$ cat config.mk
export PLATFORM = sky130hd
export DESIGN_NAME = fpl_lamps
export DESIGN_NICKNAME = d
export VERILOG_FILES = /design/src/logic/fpl_pkg.sv /design/src/logic/fpl_blink_if.sv /design/src/logic/fpl_blink.sv /design/src/logic/fpl_lamps.sv
export SDC_FILE = /design/constraint.sdc
export NUM_CORES = 1
export LEC_CHECK = 0
export ABC_AREA = 1
export BUFFER_PORTS_ARGS = -buffer_cell sky130_fd_sc_hd__buf_4
export CORE_ASPECT_RATIO = 0.6
export CORE_MARGIN = 3
export CORE_UTILIZATION = 44
export CTS_CLUSTER_SIZE = 28
export DETAILED_ROUTE_END_ITERATION = 7
export PLACE_DENSITY = 0.8
export SYNTH_ARGS = -nofsm -noshare
export SYNTH_HDL_FRONTEND = slang
export SYNTH_SLANG_ARGS = --single-unit
$ cat constraint.sdc
create_clock -name CLK -period 1.43 [get_ports CLK]
set_input_delay 0.2145 -clock CLK [delete_from_list [all_inputs] [get_ports CLK]]
set_output_delay 0.2145 -clock CLK [all_outputs]
set_load 0.02 [all_outputs]
$ cat src/logic/fpl_pkg.sv
// package of constants and encodings for the front panel lamp logic
// assumes settings arrive as the plain codes defined here
package fpl_pkg;
  // ****************************************************
  // rectifier and display codes
  // ****************************************************
  localparam logic [2:0] RECT_ACDC     = 3'h0;
  localparam logic [2:0] RECT_ACDC_UMN = 3'h1;
  localparam logic [2:0] RECT_DC       = 3'h2;
  localparam logic [2:0] RECT_AC       = 3'h3;
  localparam logic [2:0] RECT_FUND     = 3'h4;
  localparam int         DISP_W        = 5;
  localparam logic [4:0] DISP_UK       = 5'h09;
  localparam logic [4:0] DISP_IK       = 5'h0A;
  localparam logic [4:0] DISP_PK       = 5'h0B;
  localparam logic [4:0] DISP_UHDK     = 5'h0C;
  localparam logic [4:0] DISP_IHDK     = 5'h0D;
  localparam logic [4:0] DISP_PHDK     = 5'h0E;
  // ****************************************************
  // setting codes and defaults
  // ****************************************************
  localparam logic [1:0] SYNC_SRC_U    = 2'h0;
  localparam logic [1:0] TOUT_100MS    = 2'h0;
  localparam logic [1:0] FILT_500HZ    = 2'h1;
  localparam logic [1:0] CURIN_DIRECT  = 2'h0;
  localparam logic [1:0] LINK_OFF      = 2'h0;
  localparam logic [1:0] LINK_MASTER   = 2'h1;
  localparam logic [1:0] LINK_SLAVE    = 2'h2;
  localparam logic [1:0] INTEG_RESET   = 2'h0;
  localparam logic [1:0] INTEG_RUN     = 2'h1;
  localparam logic [1:0] INTEG_STOP    = 2'h2;
  localparam logic [7:0] AVG_DEFAULT   = 8'h01;
  localparam logic [15:0] RATIO_ONE    = 16'h0001;
  localparam logic [7:0] ZC_DEFAULT    = 8'h01;
  localparam logic [5:0] ORDER_DEFAULT = 6'h32;
  // ****************************************************
  // timing
  // ****************************************************
  localparam int CLK_HZ       = 100_000_000;
  localparam int BLINK_MS     = 250;
  localparam int BLINK_CYCLES = CLK_HZ / 1000 * BLINK_MS;
  localparam int PULSE_MS     = 100;
  localparam int PULSE_CYCLES = CLK_HZ / 1000 * PULSE_MS;
  // hold sequence states
  typedef enum logic [1:0] {FPL_LIVE, FPL_HOLD, FPL_MAX, FPL_MIN} fpl_hold_t;
endpackage : fpl_pkg

$ cat src/logic/fpl_blink_if.sv
// interface carrying the shared blink phase from the divider to the lamp logic
// assumes one clock domain
`timescale 1ns/1ns
interface fpl_blink_if;
  logic phase;
  logic tick;
  modport src (output phase, output tick);
  modport dst (input phase, input tick);
endinterface : fpl_blink_if

$ cat src/logic/fpl_blink.sv
// blink divider: one enable pulse per half period and a square phase
// assumes synchronous active low reset
`timescale 1ns/1ns
module fpl_blink
  import fpl_pkg::*;
#(
  parameter int HALF_CYCLES = BLINK_CYCLES
) (
  input  wire logic  clk,
  input  wire logic  rst_n,
  fpl_blink_if.src   bl
);
  logic [31:0] cnt_r;
  logic        phase_r;
  logic        tick_r;
  // divider counts up to the enable pulse
  always_ff @(posedge clk) begin
    if (!rst_n) begin
      cnt_r  <= 32'h0;
      tick_r <= 1'b0;
    end else if (cnt_r == 32'(HALF_CYCLES - 1)) begin
      cnt_r  <= 32'h0;
      tick_r <= 1'b1;
    end else begin
      cnt_r  <= cnt_r + 32'h1;
      tick_r <= 1'b0;
    end
  end
  // phase toggles on each pulse; the flashing run lamp follows it, while the link flash is only ended by the pulse
  always_ff @(posedge clk) begin
    if (!rst_n) begin
      phase_r <= 1'b0;
    end else if (tick_r) begin
      phase_r <= ~phase_r;
    end
  end
  assign bl.phase = phase_r;
  assign bl.tick  = tick_r;
endmodule : fpl_blink

$ cat src/logic/fpl_lamps.sv
// front panel status lamp logic of a single phase power meter
// assumes key strobes are one-cycle pulses synchronous to CLK
`timescale 1ns/1ns
module fpl_lamps
  import fpl_pkg::*;
#(
  parameter int BLINK_HALF = BLINK_CYCLES,
  parameter int PULSE_LEN  = PULSE_CYCLES
) (
  input  wire logic             CLK,
  input  wire logic             RST_N,
  input  wire logic [2:0]       RECT_SEL,
  input  wire logic [DISP_W-1:0] DISP_SEL,
  input  wire logic             INTEG_AUTO_MODE,
  input  wire logic [1:0]       INTEG_STATE,
  input  wire logic             INTEG_EXTERNAL,
  input  wire logic             KEY_SHIFT,
  input  wire logic             KEY_HOLD,
  input  wire logic             KEY_MAXMIN,
  input  wire logic [1:0]       SYNC_SRC,
  input  wire logic [1:0]       SYNC_TIMEOUT,
  input  wire logic [1:0]       FILTER_SEL,
  input  wire logic [7:0]       AVG_COUNT,
  input  wire logic [15:0]      VOLTAGE_TRANSFORMER_RATIO,
  input  wire logic [15:0]      CURRENT_TRANSFORMER_RATIO,
  input  wire logic [1:0]       CURRENT_INPUT,
  input  wire logic             RANGE_SEL_OFF_U,
  input  wire logic             RANGE_SEL_OFF_I,
  input  wire logic [7:0]       ZC_LEVEL_U,
  input  wire logic [7:0]       ZC_LEVEL_I,
  input  wire logic [5:0]       ORDER_LIMIT,
  input  wire logic [1:0]       LINK_MODE,
  input  wire logic             LINK_SYNC_IN,
  input  wire logic             RANGE_AUTO_U,
  input  wire logic             RANGE_AUTO_I,
  output logic                  LAMP_DC,
  output logic                  LAMP_AC,
  output logic                  LAMP_UMN,
  output logic                  LAMP_FUNDAMENTAL_RECTIFIER,
  output logic                  LAMP_LEVEL,
  output logic                  CONTENT_PERCENT_LAMP,
  output logic                  LAMP_INTEG_AUTO,
  output logic                  LAMP_RUN,
  output logic                  OUTSIDE_CONTROL_LAMP,
  output logic                  LAMP_HOLD,
  output logic                  LAMP_MAX,
  output logic                  LAMP_MIN,
  output logic                  HOLD_DISPLAY,
  output logic                  LAMP_TIMING_SOURCE,
  output logic                  LAMP_DETECT_LIMIT,
  output logic                  FILTER_SETTING_LAMP,
  output logic                  AVERAGING_SETTING_LAMP,
  output logic                  LAMP_VOLTAGE_TRANSFORMER_RATIO,
  output logic                  LAMP_CURRENT_TRANSFORMER_RATIO,
  output logic                  LAMP_SENSOR,
  output logic                  LAMP_RANGE_SKIP,
  output logic                  ORDER_CAP_LAMP,
  output logic                  LAMP_LINK,
  output logic                  LAMP_RANGE_AUTO
);
  // ****************************************************
  // shared blink
  // ****************************************************
  fpl_blink_if bl ();
  fpl_blink #(
    .HALF_CYCLES (BLINK_HALF)
  ) u_blink (
    .clk   (CLK),
    .rst_n (RST_N),
    .bl    (bl)
  );

  // harmonic level display decode, used by lamp and check
  function automatic logic is_level(input logic [DISP_W-1:0] d);
    return (d == DISP_UK) || (d == DISP_IK) || (d == DISP_PK);
  endfunction : is_level

  function automatic logic is_percent(input logic [DISP_W-1:0] d);
    return (d == DISP_UHDK) || (d == DISP_IHDK) || (d == DISP_PHDK);
  endfunction : is_percent

  // ****************************************************
  // hold sequence
  // ****************************************************
  fpl_hold_t hold_r;
  fpl_hold_t hold_nxt;
  logic      shift_r;

  // shift arms the next hold press; any other key disarms it
  always_ff @(posedge CLK) begin
    if (!RST_N) begin
      shift_r <= 1'b0;
    end else if (KEY_SHIFT) begin
      shift_r <= 1'b1;
    end else if (KEY_HOLD || KEY_MAXMIN) begin
      shift_r <= 1'b0;
    end
  end

  // next hold state from key presses
  always_comb begin
    hold_nxt = hold_r;
    case (hold_r)
      FPL_LIVE: begin
        if (KEY_HOLD && shift_r) begin
          hold_nxt = FPL_HOLD;
        end else if (KEY_MAXMIN) begin
          hold_nxt = FPL_MAX;
        end
      end
      FPL_HOLD: if (KEY_HOLD) hold_nxt = FPL_LIVE;
      FPL_MAX:  if (KEY_HOLD) hold_nxt = FPL_MIN;
      FPL_MIN:  if (KEY_HOLD) hold_nxt = FPL_LIVE;
      default:  hold_nxt = FPL_LIVE;
    endcase
  end

  always_ff @(posedge CLK) begin
    if (!RST_N) begin
      hold_r <= FPL_LIVE;
    end else begin
      hold_r <= hold_nxt;
    end
  end

  // ****************************************************
  // slave sync flash stretch
  // ****************************************************
  // a short sync edge would be invisible, so it is stretched until the next blink tick
  logic sync_d_r;
  logic link_flash_r;
  always_ff @(posedge CLK) begin
    if (!RST_N) begin
      sync_d_r <= 1'b0;
    end else begin
      sync_d_r <= LINK_SYNC_IN;
    end
  end

  always_ff @(posedge CLK) begin
    if (!RST_N) begin
      link_flash_r <= 1'b0;
    end else if (LINK_SYNC_IN && !sync_d_r) begin
      link_flash_r <= 1'b1;
    end else if (bl.tick) begin
      link_flash_r <= 1'b0;
    end
  end

  // ****************************************************
  // lamp registers
  // ****************************************************
  // rectifier and harmonic lamps
  always_ff @(posedge CLK) begin
    if (!RST_N) begin
      LAMP_DC                    <= 1'b0;
      LAMP_AC                    <= 1'b0;
      LAMP_UMN                   <= 1'b0;
      LAMP_FUNDAMENTAL_RECTIFIER <= 1'b0;
      LAMP_LEVEL                 <= 1'b0;
      CONTENT_PERCENT_LAMP       <= 1'b0;
    end else begin
      LAMP_DC  <= (RECT_SEL == RECT_ACDC) || (RECT_SEL == RECT_ACDC_UMN)
                  || (RECT_SEL == RECT_DC);
      LAMP_AC  <= (RECT_SEL == RECT_ACDC) || (RECT_SEL == RECT_ACDC_UMN)
                  || (RECT_SEL == RECT_AC);
      LAMP_UMN <= (RECT_SEL == RECT_ACDC_UMN);
      LAMP_FUNDAMENTAL_RECTIFIER <= (RECT_SEL == RECT_FUND);
      LAMP_LEVEL <= is_level(DISP_SEL);
      CONTENT_PERCENT_LAMP <= is_percent(DISP_SEL);
    end
  end

  // integration lamps; flashing uses the shared phase
  always_ff @(posedge CLK) begin
    if (!RST_N) begin
      LAMP_INTEG_AUTO      <= 1'b0;
      LAMP_RUN             <= 1'b0;
      OUTSIDE_CONTROL_LAMP <= 1'b0;
    end else begin
      LAMP_INTEG_AUTO <= INTEG_AUTO_MODE;
      LAMP_RUN <= (INTEG_STATE == INTEG_RUN)
                  || ((INTEG_STATE == INTEG_STOP) && bl.phase);
      OUTSIDE_CONTROL_LAMP <= INTEG_EXTERNAL && (INTEG_STATE != INTEG_RESET);
    end
  end

  // hold lamps mirror the sequence state
  always_ff @(posedge CLK) begin
    if (!RST_N) begin
      LAMP_HOLD    <= 1'b0;
      LAMP_MAX     <= 1'b0;
      LAMP_MIN     <= 1'b0;
      HOLD_DISPLAY <= 1'b0;
    end else begin
      LAMP_HOLD    <= (hold_nxt == FPL_HOLD);
      LAMP_MAX     <= (hold_nxt == FPL_MAX);
      LAMP_MIN     <= (hold_nxt == FPL_MIN);
      HOLD_DISPLAY <= (hold_nxt != FPL_LIVE);
    end
  end

  // setting lamps: lit whenever a setting leaves its default; link lit as master, flashing on each rising sync edge as slave
  always_ff @(posedge CLK) begin
    if (!RST_N) begin
      LAMP_TIMING_SOURCE             <= 1'b0;
      LAMP_DETECT_LIMIT              <= 1'b0;
      FILTER_SETTING_LAMP            <= 1'b0;
      AVERAGING_SETTING_LAMP         <= 1'b0;
      LAMP_VOLTAGE_TRANSFORMER_RATIO <= 1'b0;
      LAMP_CURRENT_TRANSFORMER_RATIO <= 1'b0;
      LAMP_SENSOR                    <= 1'b0;
      LAMP_RANGE_SKIP                <= 1'b0;
      ORDER_CAP_LAMP                 <= 1'b0;
      LAMP_LINK                      <= 1'b0;
      LAMP_RANGE_AUTO                <= 1'b0;
    end else begin
      LAMP_TIMING_SOURCE <= (SYNC_SRC != SYNC_SRC_U);
      LAMP_DETECT_LIMIT <= (SYNC_TIMEOUT != TOUT_100MS);
      FILTER_SETTING_LAMP <= (FILTER_SEL != FILT_500HZ);
      AVERAGING_SETTING_LAMP <= (AVG_COUNT != AVG_DEFAULT);
      LAMP_VOLTAGE_TRANSFORMER_RATIO <= (VOLTAGE_TRANSFORMER_RATIO != RATIO_ONE);
      LAMP_CURRENT_TRANSFORMER_RATIO <= (CURRENT_TRANSFORMER_RATIO != RATIO_ONE);
      LAMP_SENSOR <= (CURRENT_INPUT != CURIN_DIRECT);
      LAMP_RANGE_SKIP <= RANGE_SEL_OFF_U || RANGE_SEL_OFF_I
                         || (ZC_LEVEL_U != ZC_DEFAULT) || (ZC_LEVEL_I != ZC_DEFAULT);
      ORDER_CAP_LAMP <= (ORDER_LIMIT != ORDER_DEFAULT);
      LAMP_LINK <= (LINK_MODE == LINK_MASTER)
                   || ((LINK_MODE == LINK_SLAVE) && link_flash_r);
      LAMP_RANGE_AUTO <= RANGE_AUTO_U || RANGE_AUTO_I;
    end
  end

  // ****************************************************
  // assertions
  // ****************************************************
  property p_rect_combined;
    @(posedge CLK) disable iff (!RST_N)
      (RECT_SEL == RECT_ACDC_UMN) |=> (LAMP_DC && LAMP_AC && LAMP_UMN);
  endproperty
  a_rect_combined: assert property (p_rect_combined)
    else $error("umn rectifier lamps wrong");

  property p_rect_single;
    @(posedge CLK) disable iff (!RST_N)
      (RECT_SEL == RECT_FUND) |=> (!LAMP_DC && !LAMP_AC && LAMP_FUNDAMENTAL_RECTIFIER);
  endproperty
  a_rect_single: assert property (p_rect_single)
    else $error("fundamental lamp wrong");

  property p_level;
    @(posedge CLK) disable iff (!RST_N)
      is_level(DISP_SEL) |=> (LAMP_LEVEL && !CONTENT_PERCENT_LAMP);
  endproperty
  a_level: assert property (p_level)
    else $error("level lamp wrong");

  property p_run_flash;
    @(posedge CLK) disable iff (!RST_N)
      (INTEG_STATE == INTEG_STOP) && $past(INTEG_STATE == INTEG_STOP)
      |=> (LAMP_RUN == $past(bl.phase));
  endproperty
  a_run_flash: assert property (p_run_flash)
    else $error("run lamp not following blink");

  property p_ext_reset;
    @(posedge CLK) disable iff (!RST_N)
      (INTEG_STATE == INTEG_RESET) |=> (!LAMP_RUN && !OUTSIDE_CONTROL_LAMP);
  endproperty
  a_ext_reset: assert property (p_ext_reset)
    else $error("integration lamps lit after reset");

  property p_hold_enter;
    @(posedge CLK) disable iff (!RST_N)
      (hold_r == FPL_LIVE) && shift_r && KEY_HOLD |=> LAMP_HOLD && (hold_r == FPL_HOLD);
  endproperty
  a_hold_enter: assert property (p_hold_enter)
    else $error("display hold not entered");

  property p_max_to_min;
    @(posedge CLK) disable iff (!RST_N)
      (hold_r == FPL_MAX) && KEY_HOLD |=> LAMP_MIN && !LAMP_MAX;
  endproperty
  a_max_to_min: assert property (p_max_to_min)
    else $error("max hold did not go to min");

  property p_min_exit;
    @(posedge CLK) disable iff (!RST_N)
      (hold_r == FPL_MIN) && KEY_HOLD |=> !HOLD_DISPLAY && !LAMP_MIN;
  endproperty
  a_min_exit: assert property (p_min_exit)
    else $error("min hold not cancelled");

  property p_order_cap;
    @(posedge CLK) disable iff (!RST_N)
      (ORDER_LIMIT == ORDER_DEFAULT) |=> !ORDER_CAP_LAMP;
  endproperty
  a_order_cap: assert property (p_order_cap)
    else $error("order cap lamp lit at default");

  property p_link_master;
    @(posedge CLK) disable iff (!RST_N)
      (LINK_MODE == LINK_MASTER) |=> LAMP_LINK;
  endproperty
  a_link_master: assert property (p_link_master)
    else $error("link lamp dark as master");

  c_hold_cycle: cover property (@(posedge CLK) disable iff (!RST_N)
    (hold_r == FPL_HOLD) ##[1:100] (hold_r == FPL_LIVE));
  c_max_min: cover property (@(posedge CLK) disable iff (!RST_N)
    (hold_r == FPL_MAX) ##[1:100] (hold_r == FPL_MIN));
  c_run_flash: cover property (@(posedge CLK) disable iff (!RST_N)
    (INTEG_STATE == INTEG_STOP) && $rose(LAMP_RUN));
endmodule : fpl_lamps

## Yosys cells after proc, flatten, opt, wreduce, memory -nomap -nowiden

Index checks and enable logic that the tools add are counted.

- Register bits after elaboration: 63
- Bits of input ports: 94
- Output and inout bits: 24
- Word-level logic and storage cells: 103

- $add $sub $neg: 1
- Equality and inequality tests: 28
- Mux-type cells: 10
- Bitwise gates (word level): 2
- Reductions and logical operators: 31

Operators with widths:

| cell | number |
|---|---|
| $add A32 B1 Y32 const B | 1 |
| $eq A32 B25 Y1 const B | 1 |
| $ne A16 B1 Y1 const B | 2 |
| $eq A5 B4 Y1 const B | 6 |
| $ne A8 B1 Y1 const B | 3 |
| $logic_or A1 B1 Y1 | 14 |
| $reduce_bool A2 Y1 | 7 |
| $eq A2 B2 Y1 const B | 6 |
| $eq A2 B1 Y1 const B | 4 |
| $mux W2 | 4 |
| $eq A3 B2 Y1 const B | 2 |
| $ne A6 B6 Y1 const B | 1 |
| $pmux W2 S3 | 1 |
| $logic_and A1 B1 Y1 | 5 |
| $mux W1 | 5 |
| $reduce_or A2 Y1 | 2 |
| $eq A3 B1 Y1 const B | 1 |
| $eq A3 B3 Y1 const B | 1 |
| $logic_not A3 Y1 | 1 |
| $logic_not A2 Y1 | 1 |
| $ne A2 B1 Y1 const B | 1 |
| $not A1 Y1 | 2 |
| $logic_not A1 Y1 | 1 |

## Logic depth before layout (Yosys ltp)

- Depth after elaboration: 4
- Mapped depth: 9
- Depth with buffers taken out: 9

## By module

From an unflattened synthesis, not the netlist that was laid out.

- Cell total of the unflattened synthesis: 443
- Area total of the unflattened synthesis: 3019.1 µm²

Modules (own cells, without submodules):

| module | instances | cells an instance | area an instance (µm²) | seq. area each (µm²) |
|---|---|---|---|---|
| fpl_blink | 1 | 295 | 1886.8 | 680.7 |
| fpl_lamps | 1 | 148 | 1132.3 | 580.6 |

## Least setup slack after synthesis

Ideal clock, no wire load.

- Kind: register to register
- Start point: register u_blink.cnt_r[0]
- End point: register u_blink.cnt_r[12]
- Setup time: 115 ps
- Arrival time: 1261 ps
- Required time: 1315 ps
- Setup slack: 54 ps
- Stages on the path, launching flop included: 10
- Path buffers: 1
- Period minus slack after synthesis: 1376 ps
- Path through: dfxtp_1 > ha_1 > nand2_1 > nor2_4 > nand3_1 > nor2_1 > nand2_1 > nand2_2 > buf_6 > nor2_1

- Word-level cells in the longest chain between the ends: 2
- Elaborated cells between the ends (all ways): 3
- Classes of those cells: add/sub: 1; eq/ne: 1; reduce/logical: 1

RTL lines:

| what | RTL line | text |
|---|---|---|
| start, declared | fpl_blink.sv:13 | `logic [31:0] cnt_r;` |
| start signal, assigned | fpl_blink.sv:25 | `cnt_r <= cnt_r + 32'h1;` |
| branches (longest 2 deep; another with $add A32 B1 Y32) | - |  |

Several ways; the timed one is not identified.
A chain may end at the register's enable or synchronous reset.

## Worst setup path in the final report

- Start point: register u_blink.cnt_r[20]
- End point: register u_blink.cnt_r[14]

- Word-level cells in the longest chain between the ends: 2

RTL lines:

| what | RTL line | text |
|---|---|---|
| $eq A32 B25 Y1 | fpl_blink.sv:21 | `end else if (cnt_r == 32'(HALF_CYCLES - 1)) begin` |
| $reduce_or A2 Y1 (no source line) | - |  |

No other way between the ends.

==> flow_summary.yaml <==
synthesis:
  synth-seq-cells: 63
  synth_seq_area_share: 0.418
  synth_edf_count: 0
  synthArstFlopShare: 0
  synth_ff_type: "dfxtp_1"
  yosys_warnings: 0
  syn-cell-area_um2: 3020
  synth_cell_types: 31
  avgSynthCellArea_um2: 6.80
  synthesis.nets: 539
  syn_inst: 444
finish:
  reg_top3: "u_blink.cnt_r (32), hold_r (2)"
  stdcell_area_um2: 4570
  drive_gt1_frac: 0.355
  fillers: 491
  diodes: 0
  nets: 681
  postLayoutCoreUtil: 0.715
  area_delta_synth_final_pct: 51.2
  largest_reg_flops: 32
  regMostFlops: "u_blink.cnt_r"
clock_tree:
  cts_buffers: 9
  cts.clk_slew.worst_paths_ps: 50
  htree_num_levels: 3
  clock_latency_ps: 330
  cts_tree: "yes"
  cts_max_path_buffers: 2
  postCtsHoldBufs: 0
  cts_root_buf: "clkbuf_16"
  cts_sinks: 63
global_route:
  grt_max_degree: 19
  grt.overflow.total: 0
  grt_usage: 0.226
  grt_pass1_vias: 3088
  antenna_found_initial: 0
  grt_pass1_wl_um: 14200
route:
  wl_met3_um: 1140
  viasPerCell: 4.97
  routedWlPerCell_um: 13.6
  drc_errors: 0
  dr.max_layer_used: "met4"
  vias: 3357
  drt_iter0_markers: 237
  first_pass_iters: 5
  wl_um: 9190
  wl_met1_um: 3880
  final_antenna_net_count: 0
  wl_met2_um: 3960
timing:
  post-route-period-util: 1.02
  maxSlewViolCount: 0
  clock.fmax_mhz: 684
  fin_ws_ps: -33.0
  skew_ps: 5.17
  tightest_slew_ps: 294
  fin_hold_ws_ps: 62.7
  rsz0062_at_grt: "true"
  period_minus_slack_ps: 1460
  setup_violations: 11
  max_slew_margin: 0.803
  setup_tns_ps: -198
  finalHoldViolCount: 0
run_status:
  violations: "negative setup slack"
  outcome: "finished with violations"
setup_path:
  worst-endpoint-required_ps: 1660
  path_class: "flop to flop"
  crit_path_start_kind: "flop"
  end_kind: "flop"
  cp.arrival_ps: 1690
  crit_fanout: 5
power_and_ir_drop:
  ir_worst_vdd_mv: 0.635
  powerDensity_nw_per_um2: 997
  p_leak_nw: 1.97
  p_total_mw: 4.56
floorplan:
  ios: 118
  die_area_um2: 7930
  start_util: 0.473
  dieHeight_um: 70.2
  fp.dieW_um: 113
  core_area_um2: 6390
  rows: 22
placement:
  port_buffers: 117
  place.gp.congestion: 0.956
  dp_hpwl_um: 6820
  postPlaceCellArea_um2: 4080
flow_run:
  cap_violations: 0
worst_hold_path:
  hold_class: "primary input to flop"
==> worst paths after layout <==
kind | start | to | slack, ps | depth (start not counted)
min reg2reg | sync_d_r | link_flash_r | 420 | 1
max reg2reg | u_blink.cnt_r[20] | u_blink.cnt_r[14] | -30 | 9
max | u_blink.cnt_r[20] | u_blink.cnt_r[14] | -30 | 9
min | FILTER_SEL[0] | FILTER_SETTING_LAMP | 60 | 2
==> worst max-delay path: stages, from the launching register on <==
cell	delay, ps
dfxtp_4	380
nand2_1	130
nor2_1	170
nand2_1	90
nor2_1	110
nand2_1	70
nand2_2	80
buf_6	140
clkbuf_16	150
nor2_1	40
==> kinds of logic after synthesis <==
group	share of synthesized area
buffers and inverters	0.0775
XOR/XNOR	0.0348
AO/OA/AOI/OAI	0.0514
AND/OR/NAND/NOR	0.415
adder cells (fa/ha/maj)	0.00414
flip-flops	0.418
==> through the flow <==
stage	setup WS (ps)	cells
detailed placement	-69.6	654
global placement	-44.0	654
floorplan	54.2	444
CTS	-11.7	675
global route	-70.2	675
finish	-33.0	675
==> area by class of cell <==
class | count | area, um2 | share of cell area
timing repair buffer | 136 | 1060 | 0.233
sequential | 63 | 1280 | 0.281
tap | 84 | 105 | 0.0230
clock buffer | 11 | 253 | 0.0553
inverter | 51 | 191 | 0.0419
clock inverter | 5 | 56.3 | 0.0123
multi-input combinational | 325 | 1620 | 0.354
==> metal layers <==
layer,vias up,global-route usage
li1,1656,-
met1,1486,0.310
met2,193,0.337
met3,22,0.0701
met4,0,0.0747
met5,-,0
==> synthesized netlist by cell type, types with 2 or more instances <==
cell	instances	area share
nor2_1	103	0.13
o21ai_0	2	0.0033
nor3b_1	2	0.0050
dfxtp_1	63	0.42
a211oi_1	3	0.0075
a21oi_1	16	0.027
xnor2_1	7	0.020
nand2_1	120	0.15
nand2_2	7	0.014
and2_1	2	0.0041
nor4_1	5	0.010
nor2_2	4	0.0083
nor3_1	6	0.0099
nand3_1	19	0.031
buf_6	3	0.011
inv_1	49	0.061
a31oi_1	3	0.0062
xor2_1	5	0.014
nand3b_1	5	0.012
nor2_4	9	0.034
==> timing repair <==
action	CTS	global route
endpoints found under the setup margin	28	32
buffers inserted	4	1
gates resized for setup	13	34
gates cloned	1	1
pin swaps	7	11
==> cell usage in the layout (no fill, tap or decap), types with 2 or more instances in the layout <==
cell type    n
dfxtp_2     13
clkbuf_8     2
clkinv_2     2
a31oi_1      3
a21oi_1     16
nand3_1     18
nor3_1       6
inv_2        2
o21ai_0      2
xnor2_1      7
nor3b_1      2
buf_4      131
and2_1       2
xor2_1       5
dfxtp_1     49
nand2_4      3
nor2_1      88
clkbuf_16   10
nor4_1       5
nand2_2      8
nand3b_1     5
nand2_1    117
a211oi_1     3
nor2_4      13
buf_6        3
inv_1       48
nor2_2      15
==> report_power, final <==
group	switching (mW)	internal (mW)	leakage, nW
Combinational	0.213	0.286	1.30
Clock	0.776	1.44	0.152
Sequential	0.0249	1.82	0.522
Total	1.01	3.54	1.97
Note: power is estimated with default switching activity, not from simulation.
